`src/verilog/ars_consts.vh`:
```
// Constants for the converter sequencer: register offsets, field positions, reset values.
// Assumes inclusion by bare name from the design files of this block.
`ifndef ARS_CONSTS_VH
`define ARS_CONSTS_VH
// Register byte offsets
`define ARS_CTRL_OFS      12'h000
`define ARS_STAT_OFS      12'h004
`define ARS_MASK_OFS      12'h008
`define ARS_RES_BASE_OFS  12'h020
// Control field positions
`define ARS_CTRL_START    0
`define ARS_CTRL_MODE_LO  1
`define ARS_CTRL_MODE_HI  2
`define ARS_CTRL_CH_LO    3
`define ARS_CTRL_CH_HI    5
`define ARS_CTRL_GRP_LO   6
`define ARS_CTRL_GRP_HI   7
`define ARS_CTRL_DIV_LO   8
`define ARS_CTRL_DIV_HI   9
`define ARS_CTRL_RES10    10
`define ARS_CTRL_EXTTRG   11
// Modes
`define ARS_MODE_REPEAT   2'h0
`define ARS_MODE_SWEEP    2'h1
`define ARS_MODE_RSWEEP0  2'h2
// Clock divisions
`define ARS_DIV_4         2'h0
`define ARS_DIV_2         2'h1
`define ARS_DIV_1         2'h2
// Status bits
`define ARS_STAT_DONE     0
// Reset values
`define ARS_CTRL_RST      12'h000
`define ARS_MASK_RST      1'h0
`endif

```
`src/verilog/ars_sequencer.v`:
```
// Repeat and sweep sequencer for a successive approximation converter, with APB registers.
// Assumes the converter core accepts a start pulse on the divided clock enable and
// returns a done pulse with the comparison register value; trigger pin is asynchronous.
//
// What this block does
// - Conversion clock selectable /4, /2, /1; resolution 8 or 10 bits.
// - Repeat mode converts one chosen channel among inputs 0 to 7.
// - Repeat mode starts when software writes one to start flag.
// - Repeat: first result stored to channel register, no complete request.
// - Repeat: converts back to back, overwriting result each time.
// - Repeat mode runs until software writes zero to start flag.
// - Sweep group selectable as 2, 4, 6 or 8 channels.
// - Single sweep begins on channel 0, result into register 0.
// - Single sweep converts each channel, storing each result per channel.
// - Single sweep sets complete request after last channel.
// - End of single sweep clears start flag and halts converter.
// - Repeat sweep 0 stores every channel, never sets complete request.
// - Repeat sweep 0 sweeps continuously until start flag written zero.
// - External trigger falling edge starts; new edge during conversion restarts.
//
// Implementation choices: the address map and the APB register port.
`timescale 1ns/1ps
`include "ars_consts.vh"
module ars_sequencer
#(
   parameter DW = 10
)
(
   // Clock and reset
   input  wire          clk_i,
   input  wire          rst_i,
   // APB slave
   input  wire          psel_i,
   input  wire          penable_i,
   input  wire          pwrite_i,
   input  wire [11:0]   paddr_i,
   input  wire [31:0]   pwdata_i,
   output wire          pready_o,
   output reg  [31:0]   prdata_o,
   output wire          pslverr_o,
   // Trigger pin, active low edge
   input  wire          ext_conv_trigger_n_i,
   // Converter core
   output reg           conv_start_o,
   output reg           conv_abort_o,
   output reg  [2:0]    analog_channel_in_o,
   output reg           conv_res10_o,
   output wire          conv_clk_en_o,
   input  wire          conv_done_i,
   input  wire [DW-1:0] conv_result_i,
   // Interrupt
   output wire          irq_o
);
   localparam ST_IDLE = 2'h0;
   localparam ST_WAIT = 2'h1;
   localparam ST_CONV = 2'h2;

   reg  [11:0]   ctrl;
   reg           stat_done;
   reg           mask_done;
   reg  [1:0]    state;
   reg  [1:0]    div_cnt;
   reg  [2:0]    chan;
   reg           trg_s1;
   reg           trg_s2;
   reg           trg_d;
   reg           mem_we;
   reg  [2:0]    mem_waddr;
   reg  [DW-1:0] mem_wdata;
   reg           next_conv_start;
   wire [DW-1:0] mem_rdata;
   wire          start    = ctrl[`ARS_CTRL_START];
   wire [1:0]    mode     = ctrl[`ARS_CTRL_MODE_HI:`ARS_CTRL_MODE_LO];
   wire [1:0]    grp      = ctrl[`ARS_CTRL_GRP_HI:`ARS_CTRL_GRP_LO];
   wire [1:0]    div_sel  = ctrl[`ARS_CTRL_DIV_HI:`ARS_CTRL_DIV_LO];
   wire          ext_sel  = ctrl[`ARS_CTRL_EXTTRG];
   wire [2:0]    last_ch  = {grp, 1'b1};
   wire          trg_fall = trg_d & ~trg_s2;
   wire          apb_wr   = psel_i & penable_i & pwrite_i;
   wire          apb_rd   = psel_i & penable_i & ~pwrite_i;
   wire          rd_stat  = apb_rd & (paddr_i == `ARS_STAT_OFS);
   wire          is_res   = ((paddr_i & 12'hfe3) == `ARS_RES_BASE_OFS);
   wire          mapped   = (paddr_i == `ARS_CTRL_OFS) | (paddr_i == `ARS_STAT_OFS) |
                            (paddr_i == `ARS_MASK_OFS) | is_res;
   wire          sweep_end;
   wire          sw_stop;

   // Result reads need one extra cycle for the registered memory port
   reg rd_wait;
   assign pready_o  = ~(psel_i & penable_i & ~pwrite_i & is_res & ~rd_wait);
   assign pslverr_o = psel_i & penable_i & ~mapped;
   assign irq_o     = stat_done & mask_done;
   assign sweep_end = conv_done_i & (state == ST_CONV) & (mode == `ARS_MODE_SWEEP) &
                      (chan == last_ch);
   assign sw_stop   = apb_wr & (paddr_i == `ARS_CTRL_OFS) & ~pwdata_i[`ARS_CTRL_START];

   // Clock enable divider, free running from reset; the selection only picks which counts enable
   always @(posedge clk_i)
   begin
      if (rst_i)
      begin
         div_cnt <= 2'h0;
      end
      else
      begin
         div_cnt <= div_cnt + 2'h1;
      end
   end
   assign conv_clk_en_o = (div_sel == `ARS_DIV_1) ? 1'b1 :
                          (div_sel == `ARS_DIV_2) ? div_cnt[0] :
                          (div_cnt == 2'h3);

   // Trigger pin synchroniser then edge history
   always @(posedge clk_i)
   begin
      if (rst_i)
      begin
         trg_s1 <= 1'b1;
         trg_s2 <= 1'b1;
         trg_d  <= 1'b1;
      end
      else
      begin
         trg_s1 <= ext_conv_trigger_n_i;
         trg_s2 <= trg_s1;
         trg_d  <= trg_s2;
      end
   end

   // Control, mask and sticky status registers
   always @(posedge clk_i)
   begin
      if (rst_i)
      begin
         ctrl      <= `ARS_CTRL_RST;
         mask_done <= `ARS_MASK_RST;
         stat_done <= 1'b0;
      end
      else
      begin
         if (apb_wr & (paddr_i == `ARS_CTRL_OFS))
         begin
            ctrl <= pwdata_i[11:0];
         end
         else if (sweep_end)
         begin
            ctrl[`ARS_CTRL_START] <= 1'b0;
         end
         if (apb_wr & (paddr_i == `ARS_MASK_OFS))
         begin
            mask_done <= pwdata_i[`ARS_STAT_DONE];
         end
         // Set wins over read-to-clear so no sweep end is lost
         if (sweep_end)
         begin
            stat_done <= 1'b1;
         end
         else if (rd_stat)
         begin
            stat_done <= 1'b0;
         end
      end
   end

   // Sequencer: waits for trigger, issues conversions, steps channels
   always @(posedge clk_i)
   begin
      if (rst_i)
      begin
         state               <= ST_IDLE;
         chan                <= 3'h0;
         conv_start_o        <= 1'b0;
         conv_abort_o        <= 1'b0;
         analog_channel_in_o <= 3'h0;
         conv_res10_o        <= 1'b0;
         mem_we              <= 1'b0;
         mem_waddr           <= 3'h0;
         mem_wdata           <= {DW{1'b0}};
      end
      else
      begin
         conv_start_o <= next_conv_start;
         conv_abort_o <= 1'b0;
         mem_we       <= 1'b0;
         case (state)
            ST_IDLE:
            begin
               if (start & ~sw_stop)
               begin
                  chan         <= (mode == `ARS_MODE_REPEAT) ?
                                  ctrl[`ARS_CTRL_CH_HI:`ARS_CTRL_CH_LO] : 3'h0;
                  conv_res10_o <= ctrl[`ARS_CTRL_RES10];
                  state        <= ext_sel ? ST_WAIT : ST_CONV;
               end
            end
            ST_WAIT:
            begin
               if (~start)
               begin
                  state <= ST_IDLE;
               end
               else if (trg_fall)
               begin
                  state <= ST_CONV;
               end
            end
            ST_CONV:
            begin
               analog_channel_in_o <= chan;
               if (~start)
               begin
                  conv_abort_o <= 1'b1;
                  state        <= ST_IDLE;
               end
               else if (ext_sel & trg_fall)
               begin
                  conv_abort_o <= 1'b1;
                  chan         <= (mode == `ARS_MODE_REPEAT) ? chan : 3'h0;
               end
               else if (conv_done_i)
               begin
                  mem_we    <= 1'b1;
                  mem_waddr <= chan;
                  mem_wdata <= conv_result_i;
                  if (mode != `ARS_MODE_REPEAT)
                  begin
                     chan <= (chan == last_ch) ? 3'h0 : chan + 3'h1;
                  end
                  if (sweep_end)
                  begin
                     state <= ST_IDLE;
                  end
               end
            end
            default:
            begin
               state <= ST_IDLE;
            end
         endcase
      end
   end

   // Start pulse the cycle after the next conversion enable following entry or completion
   reg conv_busy;
   always @*
   begin
      next_conv_start = 1'b0;
      if ((state == ST_CONV) & start & ~conv_busy & ~conv_start_o & conv_clk_en_o)
      begin
         next_conv_start = 1'b1;
      end
   end

   // Busy tracks a launched conversion until done or abort
   always @(posedge clk_i)
   begin
      if (rst_i)
      begin
         conv_busy <= 1'b0;
         rd_wait   <= 1'b0;
      end
      else
      begin
         if (conv_start_o)
         begin
            conv_busy <= 1'b1;
         end
         else if (conv_done_i | conv_abort_o | (state != ST_CONV))
         begin
            conv_busy <= 1'b0;
         end
         rd_wait <= apb_rd & is_res & ~rd_wait;
      end
   end

   ars_result_mem
   #(
      .DW (DW),
      .AW (3)
   )
   u_mem
   (
      .clk_i   (clk_i),
      .we_i    (mem_we),
      .waddr_i (mem_waddr),
      .wdata_i (mem_wdata),
      .raddr_i (paddr_i[4:2]),
      .rdata_o (mem_rdata)
   );

   // Read data mux; 8-bit results sit in the low bits
   always @*
   begin
      prdata_o = 32'h0000_0000;
      if (is_res)
      begin
         prdata_o[DW-1:0] = mem_rdata;
      end
      else if (paddr_i == `ARS_CTRL_OFS)
      begin
         prdata_o[11:0] = ctrl;
      end
      else if (paddr_i == `ARS_STAT_OFS)
      begin
         prdata_o[0] = stat_done;
         prdata_o[1] = (state != ST_IDLE);
      end
      else if (paddr_i == `ARS_MASK_OFS)
      begin
         prdata_o[0] = mask_done;
      end
   end
endmodule // ars_sequencer

```
`src/verilog/ars_result_mem.v`:
```
// Result store: one word per analog channel, registered read port.
// Assumes a single clock and a synchronous write strobe from the sequencer.
`timescale 1ns/1ps
module ars_result_mem
#(
   parameter DW = 10,
   parameter AW = 3
)
(
   // Clock
   input  wire          clk_i,
   // Write side
   input  wire          we_i,
   input  wire [AW-1:0] waddr_i,
   input  wire [DW-1:0] wdata_i,
   // Read side
   input  wire [AW-1:0] raddr_i,
   output reg  [DW-1:0] rdata_o
);
   reg [DW-1:0] mem [0:(1<<AW)-1];
   integer      i;

   // Write and registered read; contents cleared only by writes
   always @(posedge clk_i)
   begin
      if (we_i)
      begin
         mem[waddr_i] <= wdata_i;
      end
      rdata_o <= mem[raddr_i];
   end

   // Defined start contents for simulation and FPGA init
   initial
   begin
      for (i = 0; i < (1<<AW); i = i + 1)
      begin
         mem[i] = {DW{1'b0}};
      end
   end
endmodule // ars_result_mem

```
`config.mk`:
```
export PLATFORM = sky130hd
export DESIGN_NAME = ars_sequencer
export DESIGN_NICKNAME = d
export VERILOG_FILES = /design/src/verilog/ars_sequencer.v /design/src/verilog/ars_result_mem.v
export VERILOG_INCLUDE_DIRS = /design/src /design/src/verilog
export SDC_FILE = /design/constraint.sdc
export NUM_CORES = 1
export LEC_CHECK = 0
export ABC_AREA = 1
export BUFFER_PORTS_ARGS = -buffer_cell sky130_fd_sc_hd__buf_2
export CAP_MARGIN = 30
export CORE_MARGIN = 3
export CORE_UTILIZATION = 59
export DETAILED_ROUTE_END_ITERATION = 16
export GPL_TIMING_DRIVEN = 0
export HOLD_SLACK_MARGIN = 0.15
export PLACE_DENSITY = 0.84
export SLEW_MARGIN = 15
export SYNTH_ARGS = -nofsm -noshare
export SYNTH_HDL_FRONTEND = slang
export SYNTH_SLANG_ARGS = --single-unit
```
`constraint.sdc`:
```
create_clock -name clk_i -period 3.05 [get_ports clk_i]
set_input_delay 0.61 -clock clk_i [delete_from_list [all_inputs] [get_ports clk_i]]
set_output_delay 0.61 -clock clk_i [all_outputs]
set_load 0.01 [all_outputs]
```
Word level (Yosys, flattened, before mapping)
Memories as Yosys holds them, arrays and structs flattened. A register that Yosys moved wholly into a read port is not among the register bits.
Cells that the tools add are included.
W data, S select, Z words.
Word-level totals
  register bits: 46
  bits in writable memories: 80
  bits of input ports: 61
  output and inout bits: 42
  word-level logic and storage cells: 134
  memories: 1
Memory list
  u_mem.mem: words 8, bits a word 10, rd ports 1, clocked after Yosys merged registers in 1, wr ports 1, RTL line ars_result_mem.v:20  | reg [DW-1:0] mem [0:(1<<AW)-1];
Operators by class
  $add $sub $neg: 2
  equality and inequality tests: 20
  muxes and demuxes: 39
  bitwise operators: 38
  reductions and logical operators: 15
Operator list (number)
  $mux W3: 8
  $and A1 B1 Y1: 21
  $ne A3 B3 Y1 const B: 7
  $mux W10: 2
  $mux W2: 10
  $mux W1: 17
  $eq A12 B3 Y1 const B: 1
  $eq A12 B4 Y1 const B: 1
  $logic_not A12 Y1: 1
  $not A1 Y1: 12
  $reduce_bool A2 Y1: 6
  $eq A9 B3 Y1 const B: 1
  $eq A2 B1 Y1 const B: 3
  $eq A2 B2 Y1 const B: 3
  $ne A2 B2 Y1 const B: 3
  $pmux W2 S3: 1
  $pmux W3 S2: 1
  $reduce_and A6 Y1: 1
  $or A1 B1 Y1: 5
  $reduce_and A5 Y1: 1
  $logic_not A2 Y1: 2
  $reduce_and A4 Y1: 1
  $reduce_or A4 Y1: 1
  $add A3 B1 Y3 const B: 1
  other kinds (4): 4

Depth between registers and ports, before layout
Gate-level depths: netlist (run 1).
  depth after elaboration: 9
  gate-level depth with buffers: 10
  mapped depth without buffers: 10

Cells and area by module
Synthesis (run 1) repeated with hierarchy kept, for this count alone.
Unflattened totals
  cells, all modules: 690
  area total of the unflattened synthesis: 6144.6 um2
By module, submodules not included
  ars_result_mem: times used 1, cells each 374, area an instance 3813.7 um2, sequential area each 2602.5 um2
  ars_sequencer: times used 1, cells each 316, area an instance 2331.0 um2, sequential area each 920.9 um2

Worst setup path before layout (run 1)
Ideal clock, no wire load.
  kind: input to output
  from: input port paddr_i[9]
  to: output port prdata_o[0]
  data arrival time: 1515 ps
  data required time: 2440 ps
  setup slack: 925 ps
  stages on the path: 7
  buffers on the path: 0
  path through: nor2_1 -> nand2_1 -> nor2_2 -> nand2_1 -> nor3_1 -> nand2_1 -> a31oi_1
Between the ends
  cells in the longest elaborated chain, start to end: 5
  elaborated cells on any way between the ends: 8
  those cells by class: eq/ne: 3; mux: 4; reduce/logical: 1
RTL lines
  start, declared: RTL line ars_sequencer.v:36  | input wire [11:0] paddr_i,
  $eq A12 B4 Y1 (no source line)
  $mux W1: RTL line ars_sequencer.v:308  | else if (paddr_i == `ARS_MASK_OFS)
  $mux W1: RTL line ars_sequencer.v:303  | else if (paddr_i == `ARS_STAT_OFS)
  $mux W2: RTL line ars_sequencer.v:299  | else if (paddr_i == `ARS_CTRL_OFS)
  $mux W10 *: RTL line ars_sequencer.v:295  | if (is_res)
  end, declared: RTL line ars_sequencer.v:39  | output reg [31:0] prdata_o,
Mark *: on every way between the ends. The rest lies on a longest branch, timed or not.

Final worst setup path (run 1)
  from: input port paddr_i[4]
  to: output port prdata_o[0]
Between the ends
  cells in the longest elaborated chain, start to end: 5
  elaborated cells on any way between the ends: 7
  those cells by class: eq/ne: 2; mux: 4; reduce/logical: 1
RTL lines (RTL line)
  $eq A12 B4 Y1 (no source line)
  $mux W1: ars_sequencer.v:308
  $mux W1: ars_sequencer.v:303
  $mux W2 *: ars_sequencer.v:299
  $mux W10 *: ars_sequencer.v:295
Marks and branches as above.

==> flow_metrics.py, run 1 <==
metrics = {
    "clocking": {
        "cts_stage_hold_buffer_count": 0,
        "cts_resized": 0,
        "cts_setup_buffers": 0,
        "numCtsBuffers": 17,
        "clock_latency_ns": 0.52,
        "clock_tree_buf_depth": 2,
        "clock_sink_count": 136,
        "cts_max_level": 4,
        "clock_tree.root_cell": "clkbuf_8",
        "clock_tree_from_tritoncts": "done",
        "cts.clk_slew.worst_paths_ns": 0.06,
    },
    "timing": {
        "hold_viol_final": 0,
        "minimum_clock_period_after_layout_ns": 2.536,
        "pin_slew_with_the_least_headroom_to_its_limit_ns": 0.9918,
        "fin_worst_skew_ns": 0.006754,
        "maxSlewViolCount": 0,
        "final-setup-viol-count": 0,
        "setup_total_negative_slack_ns": 0,
        "clock.fmax_mhz": 394.3,
        "slew_headroom_pct": 33.64,
        "rsz_0062_raised_after_global_routing": "false",
        "period_share_pct": 83.15,
    },
    "hold_path": {
        "holdCritPathClass": "in2reg",
    },
    "logic_synthesis": {
        "ys_types": 36,
        "synthesis.area_per_instance_um2": 10.37,
        "synthesis.instances": 529,
        "yosysSeqAreaShare_pct": 64.20,
        "synth_area_um2": 5488,
        "ys_seq_elements": 136,
        "yosys_warnings": 0,
    },
    "final_layout": {
        "area_growth_pct": 19.72,
        "drive_above_1_share_pct": 22.33,
        "nNetsFinal": 695,
        "num_antenna_cells": 0,
        "design_area_um2": 6570,
    },
    "drt": {
        "antenna_left": 0,
        "first_pass_iters": 7,
        "first_iter_violations": 415,
        "wl_mm": 13.22,
        "vias": 4418,
        "drcViolationCount": 0,
        "vias_per_cell": 5.867,
        "average_wire_per_cell_in_the_routed_design_um": 17.56,
    },
    "place": {
        "dp_hpwl_mm": 9.185,
        "placed_area_um2": 6005,
        "gpl.final_weighted_congestion": 1.024,
        "placement.io_buffers": 62,
    },
    "die": {
        "initial_utilization_pct": 61.72,
        "dieArea_um2": 10500,
        "floorplan.io_pins": 103,
        "num_rows": 34,
        "die-height_um": 102.4,
        "dieWidth_um": 102.4,
        "coreArea_um2": 8891,
    },
    "global_routing": {
        "grt_max_degree": 17,
        "globalRouteTotalUtil_pct": 25.79,
        "grt_pass1_vias": 4048,
        "grt_antenna_before_repair": 0,
        "globalRoute.totalOverflow": 0,
        "first_pass_grt_wire_length_mm": 19.97,
    },
    "setup_path": {
        "crit_path_max_fanout": 9,
        "worst-endpoint-arrival_ns": 1.93,
        "worstSetupPathType": "in2out",
        "crit_path_end_kind": "primary output",
        "startpoint_type": "input pin",
        "critPathRequiredTime_ns": 2.44,
    },
    "power": {
        "ir_drop_mv": 0.7649,
        "leakagePower_nw": 2.602,
        "power-per-cell-area_nw_per_um2": 616.9,
    },
    "run_status": {
        "status": "finished, final reports clean",
    },
    "job": {
        "cap_violations": 0,
    },
}
layer usage:
| layer | share of wire [%] | global-route usage [%] | wire length [um] | vias to the layer above |
|---|---|---|---|---|
| met5 | 0 | 0 | 0 | - |
| met4 | 3.5 | 12.31 | 468 | 0 |
| met3 | 9.6 | 6.894 | 1269 | 54 |
| met2 | 50 | 41.01 | 6563 | 291 |
| met1 | 37 | 32.98 | 4919 | 2068 |
| li1 | - | - | - | 2005 |
logic make-up after synthesis:
| family | share of synthesized area [%] |
|---|---|
| buffers and inverters | 7.843 |
| flip-flops | 64.20 |
| other | 0.06833 |
| XOR/XNOR | 0.1596 |
| AND/OR/NAND/NOR | 13.50 |
| adder cells (fa/ha/maj) | 0.4559 |
| AO/OA/AOI/OAI | 13.77 |
placed cells by master (no fill, tap or decap), types with 3 or more instances in the layout:
cell type / netlist / routed
clkbuf_16: 0 / 16
conb_1: 1 / 20
o22ai_1: 11 / 11
inv_1: 48 / 48
buf_4: 20 / 23
o21ai_0: 51 / 51
a31oi_1: 4 / 4
clkbuf_8: 0 / 4
a21oi_1: 27 / 27
dfxtp_1: 56 / 56
inv_4: 0 / 4
nand3_1: 10 / 10
a22oi_1: 12 / 12
nor2_1: 97 / 97
a221oi_1: 16 / 16
clkbuf_1: 9 / 9
nor2_2: 3 / 3
nor3_1: 6 / 6
buf_2: 11 / 73
edfxtp_1: 80 / 80
inv_6: 0 / 4
nand2_1: 41 / 41
final cells by class:
cell class	count	area [um2]
clock buffers	20	455.4
well taps	108	135.1
repair buffers	65	332.8
multi-input cells	321	1605
fillers	584	2321
plain buffers	40	239.0
inverters	51	191.4
flip-flops and latches	136	3523
clock inverters	12	87.58
worst paths after layout:
kind | depth (start not counted) | start | to | slack [ns]
hold reg to reg | 1 | trg_s1 | trg_s2 | 0.42
setup reg to reg | 8 | trg_s2 | mem_wdata[6] | 1.37
setup / recovery | 9 | paddr_i[4] | prdata_o[0] | 0.51
hold / removal | 2 | ext_conv_trigger_n_i | trg_s1 | 0.28
synthesized netlist by cell type, drive strengths merged:
cell type | count | area share [%]
a211oi | 1 | 0.14
a21oi | 27 | 2.5
a221oi | 16 | 2.6
a22oi | 12 | 1.6
a31oi | 4 | 0.46
and3 | 2 | 0.23
buf | 31 | 3.7
clkbuf | 9 | 0.62
clkinv | 1 | 0.068
conb | 1 | 0.068
dfxtp | 56 | 20
edfxtp | 80 | 44
ha | 2 | 0.46
inv | 50 | 3.4
nand2 | 44 | 3.2
nand3 | 11 | 1.1
nand4 | 3 | 0.57
nor2 | 102 | 7.4
nor3 | 6 | 0.55
o21a | 1 | 0.14
o21ai | 53 | 4.8
o21bai | 1 | 0.14
o221ai | 1 | 0.16
o22ai | 11 | 1.3
or2 | 2 | 0.23
or3 | 1 | 0.21
xnor2 | 1 | 0.16
critical path, stage by stage:
cell     delay (ns)
buf_2          0.13
inv_2          0.16
nand2_1        0.13
nor2_4         0.17
nand2_1        0.07
nor3_1         0.27
nand2_1        0.08
a31oi_1        0.16
buf_2          0.15
power by group:
| group | leakage (nW) | total, mW | switching [mW] | internal, mW |
|---|---|---|---|---|
| Clock | 0.278 | 1.85 | 0.771 | 1.07 |
| Combinational | 1.22 | 0.246 | 0.152 | 0.0934 |
| Sequential | 1.10 | 1.96 | 0.0131 | 1.95 |
| Total | 2.60 | 4.05 | 0.936 | 3.12 |
per-stage QoR:
stage               std cells  setup WS [ns]  util (%)  total power [mW]  hold slack (ns)
floorplan                 548         0.9253         -             2.154           0.3895
global placement          718         0.5372     67.53             2.229           0.3998
detailed placement        718         0.5435     67.53             2.239           0.4037
CTS                       750         0.5492     73.64             4.059           0.2644
global route              753         0.2885     73.90             4.171           0.2532
finish                    753         0.5140     73.90             4.053           0.2759
flip-flops by register name, summed over array words and instances, names as in the netlist:
register             cells
u_mem.mem               80
ctrl                    12
mem_wdata               10
u_mem.rdata_o           10
analog_channel_in_o      3
chan                     3
mem_waddr                3
div_cnt                  2
state                    2
conv_abort_o             1
conv_busy                1
conv_res10_o             1
conv_start_o             1
mask_done                1
mem_we                   1
rd_wait                  1
stat_done                1
trg_d                    1
trg_s1                   1
trg_s2                   1
Note: power is estimated with default switching activity, not from simulation.
==> run 2, diff against run 1 <==
--- a/config.mk
+++ b/config.mk
@@ -10,11 +10,11 @@
 export BUFFER_PORTS_ARGS = -buffer_cell sky130_fd_sc_hd__buf_2
 export CAP_MARGIN = 30
 export CORE_MARGIN = 3
-export CORE_UTILIZATION = 59
+export CORE_UTILIZATION = 50
 export DETAILED_ROUTE_END_ITERATION = 16
 export GPL_TIMING_DRIVEN = 0
 export HOLD_SLACK_MARGIN = 0.15
-export PLACE_DENSITY = 0.84
+export PLACE_DENSITY = 0.76
 export SLEW_MARGIN = 15
 export SYNTH_ARGS = -nofsm -noshare
 export SYNTH_HDL_FRONTEND = slang
==> constraint.sdc (replaced) <==
create_clock -name clk_i -period 2.1 [get_ports clk_i]
set_input_delay 0.42 -clock clk_i [delete_from_list [all_inputs] [get_ports clk_i]]
set_output_delay 0.42 -clock clk_i [all_outputs]
set_load 0.01 [all_outputs]
==> flow_metrics.py, run 2 (synthesized netlist as in run 1, its figures left out) <==
metrics = {
    "power": {
        "p_int_mw": 4.680,
        "net_switching_power_mw": 1.362,
        "leakagePower_nw": 2.689,
        "ir_drop_mv": 0.7964,
        "power-per-cell-area_nw_per_um2": 887.7,
        "share_comb_of_total_power_pct": 6.2,
        "sw_share_pct": 22.54,
        "power_frac_clock_pct": 46.6,
        "total_power_mw": 6.042,
        "power_frac_seq_pct": 47.2,
    },
    "clocking": {
        "clock_latency_ns": 0.53,
        "numCtsBuffers": 17,
        "clock_tree.root_cell": "clkbuf_8",
        "clock_tree_buf_depth": 2,
        "clock_tree_from_tritoncts": "done",
        "cts.clk_slew.worst_paths_ns": 0.06,
        "clock_sink_count": 136,
        "cts_max_level": 4,
    },
    "setup_path": {
        "worstSetupPathType": "in2out",
        "startpoint_type": "input pin",
        "crit_path_end_kind": "primary output",
        "reg2reg_to": "mem_wdata[5]",
        "reg2reg_depth": 7,
        "r2r-start": "state[0]",
        "setup_slack_of_the_worst_register_to_register_path_ns": 0.43,
        "critPathRequiredTime_ns": 1.68,
        "crit_path_max_fanout": 10,
        "worstSetupStartpoint": "paddr_i[3]",
        "worst-endpoint-arrival_ns": 1.67,
    },
    "global_routing": {
        "globalRoute.totalOverflow": 0,
        "globalRouteTotalUtil_pct": 22.56,
        "grt_antenna_before_repair": 0,
        "first_pass_grt_wire_length_mm": 21.40,
        "grt_max_degree": 17,
        "grt_pass1_vias": 4082,
    },
    "final_layout": {
        "nNetsFinal": 708,
        "area_growth_pct": 24.03,
        "registers.top_by_ff_count": "u_mem.mem",
        "num_antenna_cells": 0,
        "reg_top3": "u_mem.mem (80), ctrl (12)",
        "nFillCells": 793,
        "drive_above_1_share_pct": 24.62,
        "largest_register_ffs": 80,
        "most_common_library_cell_in_the_layout_ignoring_fill_and_taps": "nor2_1",
        "layout.cells.most_common_list": "nor2_1, edfxtp_1, buf_2",
    },
    "timing": {
        "worst_slack_ns": 0.01201,
        "hold_viol_final": 0,
        "fin_worst_skew_ns": 0.007788,
        "final-setup-viol-count": 0,
        "slew_headroom_pct": 36.58,
        "clock.fmax_mhz": 478.9,
        "pin_slew_with_the_least_headroom_to_its_limit_ns": 0.9477,
        "minimum_clock_period_after_layout_ns": 2.088,
        "rsz_0062_raised_after_global_routing": "true",
        "period_share_pct": 99.43,
        "maxSlewViolCount": 0,
    },
    "drt": {
        "vias_per_cell": 5.518,
        "average_wire_per_cell_in_the_routed_design_um": 17.51,
        "vias": 4381,
        "wl_mm": 13.90,
        "antenna_left": 0,
        "first_iter_violations": 327,
        "drcViolationCount": 0,
        "first_pass_iters": 7,
    },
    "hold_path": {
        "hold_end": "mem_wdata[8]",
        "min_from": "conv_result_i[8]",
        "holdCritPathClass": "in2reg",
        "worstHoldPathCells": 3,
    },
    "die": {
        "coreArea_um2": 10510,
        "die-height_um": 110.8,
        "num_rows": 37,
        "floorplan.io_pins": 103,
        "initial_utilization_pct": 52.22,
        "dieArea_um2": 12270,
        "dieWidth_um": 110.8,
    },
    "place": {
        "dp_hpwl_mm": 9.339,
        "setup_ws_pre_cts_ns": -0.07115,
        "placement.io_buffers": 62,
        "gpl.final_weighted_congestion": 0.9335,
    },
    "job": {
        "cap_violations": 0,
    },
    "run_status": {
        "status": "finished, final reports clean",
    },
}
## run 2: metrics by stage
step / cell area, um2 / utilization, % / std cells / hold slack, ns / TNS [ns]
floorplan: 5559 / - / 548 / 0.3895 / 0
global placement: 6040 / 57.47 / 746 / 0.3990 / -0.1019
detailed placement: 6055 / 57.61 / 748 / 0.4053 / -0.2179
CTS: 6693 / 63.69 / 784 / 0.1543 / 0
global route: 6807 / 64.77 / 794 / 0.1644 / -0.3232
finish: 6807 / 64.77 / 794 / 0.1629 / 0
## run 2: layer usage
layer / vias up / share of wire (%) / GRT usage [%]
met5: - / 0 / 0
met2: 269 / 49 / 36.73
met1: 2061 / 40 / 30.00
li1: 2030 / - / -
met3: 21 / 9.2 / 5.677
met4: 0 / 1.6 / 6.650
## run 2: cell type report
class | count | area [um2] | share of cell area (%)
well taps | 136 | 170.2 | 2.500
repair buffers | 78 | 440.4 | 6.471
flip-flops and latches | 136 | 3525 | 51.78
inverters | 51 | 196.4 | 2.886
multi-input cells | 321 | 1655 | 24.32
plain buffers | 40 | 247.7 | 3.640
clock buffers | 24 | 515.5 | 7.574
clock inverters | 8 | 56.30 | 0.8272
## run 2: what timing repair did
action,CTS,global route
setup endpoints to repair,6,12
cloned,0,0
pin swaps,0,4
resized for setup,6,13
hold endpoints to repair,4,0
setup buffers,0,7
hold buffers,4,0
## run 2: power groups by stage
stage                     logic (mW)  registers [mW]  clock network [mW]
after floorplan                0.224            2.91                   0
after global placement         0.340            2.91                   0
after detailed placement       0.348            2.91                   0
after CTS                      0.359            2.85                2.83
after global routing           0.417            2.85                2.95
final                          0.375            2.85                2.82
## run 2: worst max-delay path by stage
stage,to,slack [ns],depth (start not counted)
floorplan,prdata_o[0],0.36,7
detailed placement,prdata_o[4],-0.07,8
global placement,prdata_o[0],-0.03,9
global route,prdata_o[7],-0.05,8
CTS,prdata_o[1],0.01,9
finish,prdata_o[6],0.01,8
## run 2: worst max-delay path: stages
cell and delay (ns):
buf_2 0.17, nor2_2 0.16, nand2_1 0.11, nor2_4 0.16
nand2_2 0.10, buf_4 0.20, o22ai_2 0.19, buf_2 0.16
==> run 3, diff against run 2 <==
--- a/config.mk
+++ b/config.mk
@@ -15,6 +15,7 @@
 export GPL_TIMING_DRIVEN = 0
 export HOLD_SLACK_MARGIN = 0.15
 export PLACE_DENSITY = 0.76
+export SETUP_SLACK_MARGIN = 0.4
 export SLEW_MARGIN = 15
 export SYNTH_ARGS = -nofsm -noshare
 export SYNTH_HDL_FRONTEND = slang
==> flow_metrics.py, run 3 (synthesized netlist as in run 1, its figures left out) <==
metrics = {
    "final_layout": {
        "drive_above_1_share_pct": 30.23,
        "registers.top_by_ff_count": "u_mem.mem",
        "layout.cells.most_common_list": "nor2_1, edfxtp_1, buf_2",
        "postLayoutCoreUtil_pct": 67.26,
        "area_growth_pct": 28.80,
        "num_antenna_cells": 0,
        "final_cells": 801,
        "nFillCells": 747,
        "reg_top3": "u_mem.mem (80), ctrl (12)",
        "largest_register_ffs": 80,
        "most_common_library_cell_in_the_layout_ignoring_fill_and_taps": "nor2_1",
        "nNetsFinal": 715,
    },
    "clocking": {
        "clock_tree_from_tritoncts": "done",
        "clock_sink_count": 136,
        "clock_latency_ns": 0.51,
        "clock_tree_buf_depth": 2,
        "cts_max_level": 4,
        "cts.clk_slew.worst_paths_ns": 0.06,
        "clock_tree.root_cell": "clkbuf_8",
        "numCtsBuffers": 17,
    },
    "timing": {
        "rsz_0062_raised_after_global_routing": "true",
        "setup_total_negative_slack_ns": 0,
        "clock.fmax_mhz": 514.2,
        "final-setup-viol-count": 0,
        "fin_worst_skew_ns": 0.009098,
        "worst_case_hold_slack_ns": 0.1689,
        "pin_slew_with_the_least_headroom_to_its_limit_ns": 0.8813,
        "maxSlewViolCount": 0,
        "period_share_pct": 92.60,
        "hold_viol_final": 0,
        "minimum_clock_period_after_layout_ns": 1.945,
        "slew_headroom_pct": 41.03,
    },
    "drt": {
        "vias_per_cell": 5.482,
        "drcViolationCount": 0,
        "first_pass_iters": 7,
        "vias": 4391,
        "average_wire_per_cell_in_the_routed_design_um": 17.64,
        "antenna_left": 0,
        "wl_mm": 14.13,
        "first_iter_violations": 410,
    },
    "power": {
        "ir_drop_mv": 0.6362,
        "share_comb_of_total_power_pct": 6.7,
        "leakagePower_nw": 2.787,
        "p_int_mw": 4.648,
        "sw_share_pct": 23.06,
        "power-per-cell-area_nw_per_um2": 854.7,
        "net_switching_power_mw": 1.393,
        "power_frac_clock_pct": 46.0,
        "power_frac_seq_pct": 47.3,
        "total_power_mw": 6.041,
    },
    "setup_path": {
        "crit_path_end_kind": "primary output",
        "worst_path_depth": 9,
        "crit_path_max_fanout": 10,
        "worst_path_dominant_cell_family": "simple AND/OR/NAND/NOR gates",
        "cell_by_cell_trace_of_the_critical_path": "buf_2 > nor2_4 > nand2_4 > nor2_4 > nand4_4 > buf_8 > nand3_1 > o221ai_2 > buf_2",
        "reg2reg_depth": 6,
        "crit_path_max_incr_delay_ns": 0.18,
        "worstSetupPathType": "in2out",
        "startpoint_type": "input pin",
        "worst-endpoint-arrival_ns": 1.52,
        "critPathRequiredTime_ns": 1.68,
        "crit_path_top_delay_cell": "buf_8",
        "crit_buf_inv": 3,
    },
    "place": {
        "gpl.final_weighted_congestion": 0.9723,
        "dp_hpwl_mm": 9.284,
        "placement.io_buffers": 62,
        "placed_cells_incl_taps": 746,
    },
    "die": {
        "initial_utilization_pct": 52.22,
        "dieWidth_um": 110.8,
        "coreArea_um2": 10510,
        "die-height_um": 110.8,
        "dieArea_um2": 12270,
        "num_rows": 37,
        "floorplan.io_pins": 103,
    },
    "job": {
        "cap_violations": 0,
    },
    "global_routing": {
        "globalRouteTotalUtil_pct": 23.23,
        "grt_pass1_vias": 4430,
        "grt_max_degree": 17,
        "first_pass_grt_wire_length_mm": 22.42,
        "grt_antenna_before_repair": 0,
        "globalRoute.totalOverflow": 0,
    },
    "hold_path": {
        "worstHoldPathCells": 3,
        "holdCritPathClass": "in2reg",
    },
    "run_status": {
        "status": "finished, final reports clean",
    },
}
==> run 3: changes by cell type in the layout (fill, tap and decap cells not counted), moves of 3 or more <==
cell,delta
buf_2,-7
buf_4,+6
buf_6,+5
dfxtp_1,-3
inv_1,-5
inv_2,+5
inv_4,+3
nand2_1,-4
nor2_1,-9
nor2_2,+3
nor2_4,+6
==> run 3: metrics by stage <==
stage                     setup WS, ns  cell area (um2)
final                           0.1553             7068
after global routing           0.09681             7068
after CTS                       0.1713             6980
after detailed placement      -0.08700             6052
after global placement        -0.04350             6052
after floorplan                 0.3857             5572
==> run 3: tightest hold or removal path, delay by kind of cell <==
| kind | cells | cell delay (ns) |
|---|---|---|
| simple gates | 1 | 0.08 |
| buf+inv | 1 | 0.07 |
| compound gates | 1 | 0.07 |
==> run 3: timing repair <==
action | 4_1_cts | 5_1_grt
hold endpoints to repair | 2 | 0
pin swaps | 14 | 8
gates resized for setup | 57 | 17
setup buffers | 14 | 4
setup endpoints to repair | 25 | 56
hold buffers | 2 | 0
cloned | 1 | 0
==> run 3: layout make-up <==
| type | count | area, um2 | share of cell area (%) |
|---|---|---|---|
| timing repair buffer | 85 | 573.1 | 8.108 |
| clock inverter | 10 | 78.83 | 1.115 |
| clock buffer | 22 | 486.7 | 6.886 |
| tap | 136 | 170.2 | 2.408 |
| inverter | 51 | 197.7 | 2.797 |
| sequential | 136 | 3531 | 49.96 |
| buffer | 40 | 259.0 | 3.664 |
| multi-input combinational | 321 | 1772 | 25.07 |
==> run 3: power groups by stage <==
stage               Sequential, mW  Clock (mW)  Combinational [mW]
floorplan                     2.91           0               0.224
finish                        2.86        2.78               0.406
detailed placement            2.91           0               0.346
global route                  2.86        2.92               0.445
global placement              2.91           0               0.337
CTS                           2.85        2.79               0.390
==> run 3: path summary, 6_finish.rpt <==
path | start | endpoint | slack [ns]
max | paddr_i[10] | prdata_o[1] | 0.16
min | conv_result_i[5] | mem_wdata[5] | 0.17
max reg2reg | state[1] | mem_wdata[8] | 0.48
min reg2reg | trg_s1 | trg_s2 | 0.42
==> run 3: per-layer routing <==
metal | vias up | share of wire, % | track usage, %
met5 | - | 0 | 0
met4 | 0 | 3.6 | 10.51
met3 | 49 | 7.3 | 5.131
met2 | 237 | 49 | 38.55
met1 | 2061 | 40 | 29.12
li1 | 2044 | - | -
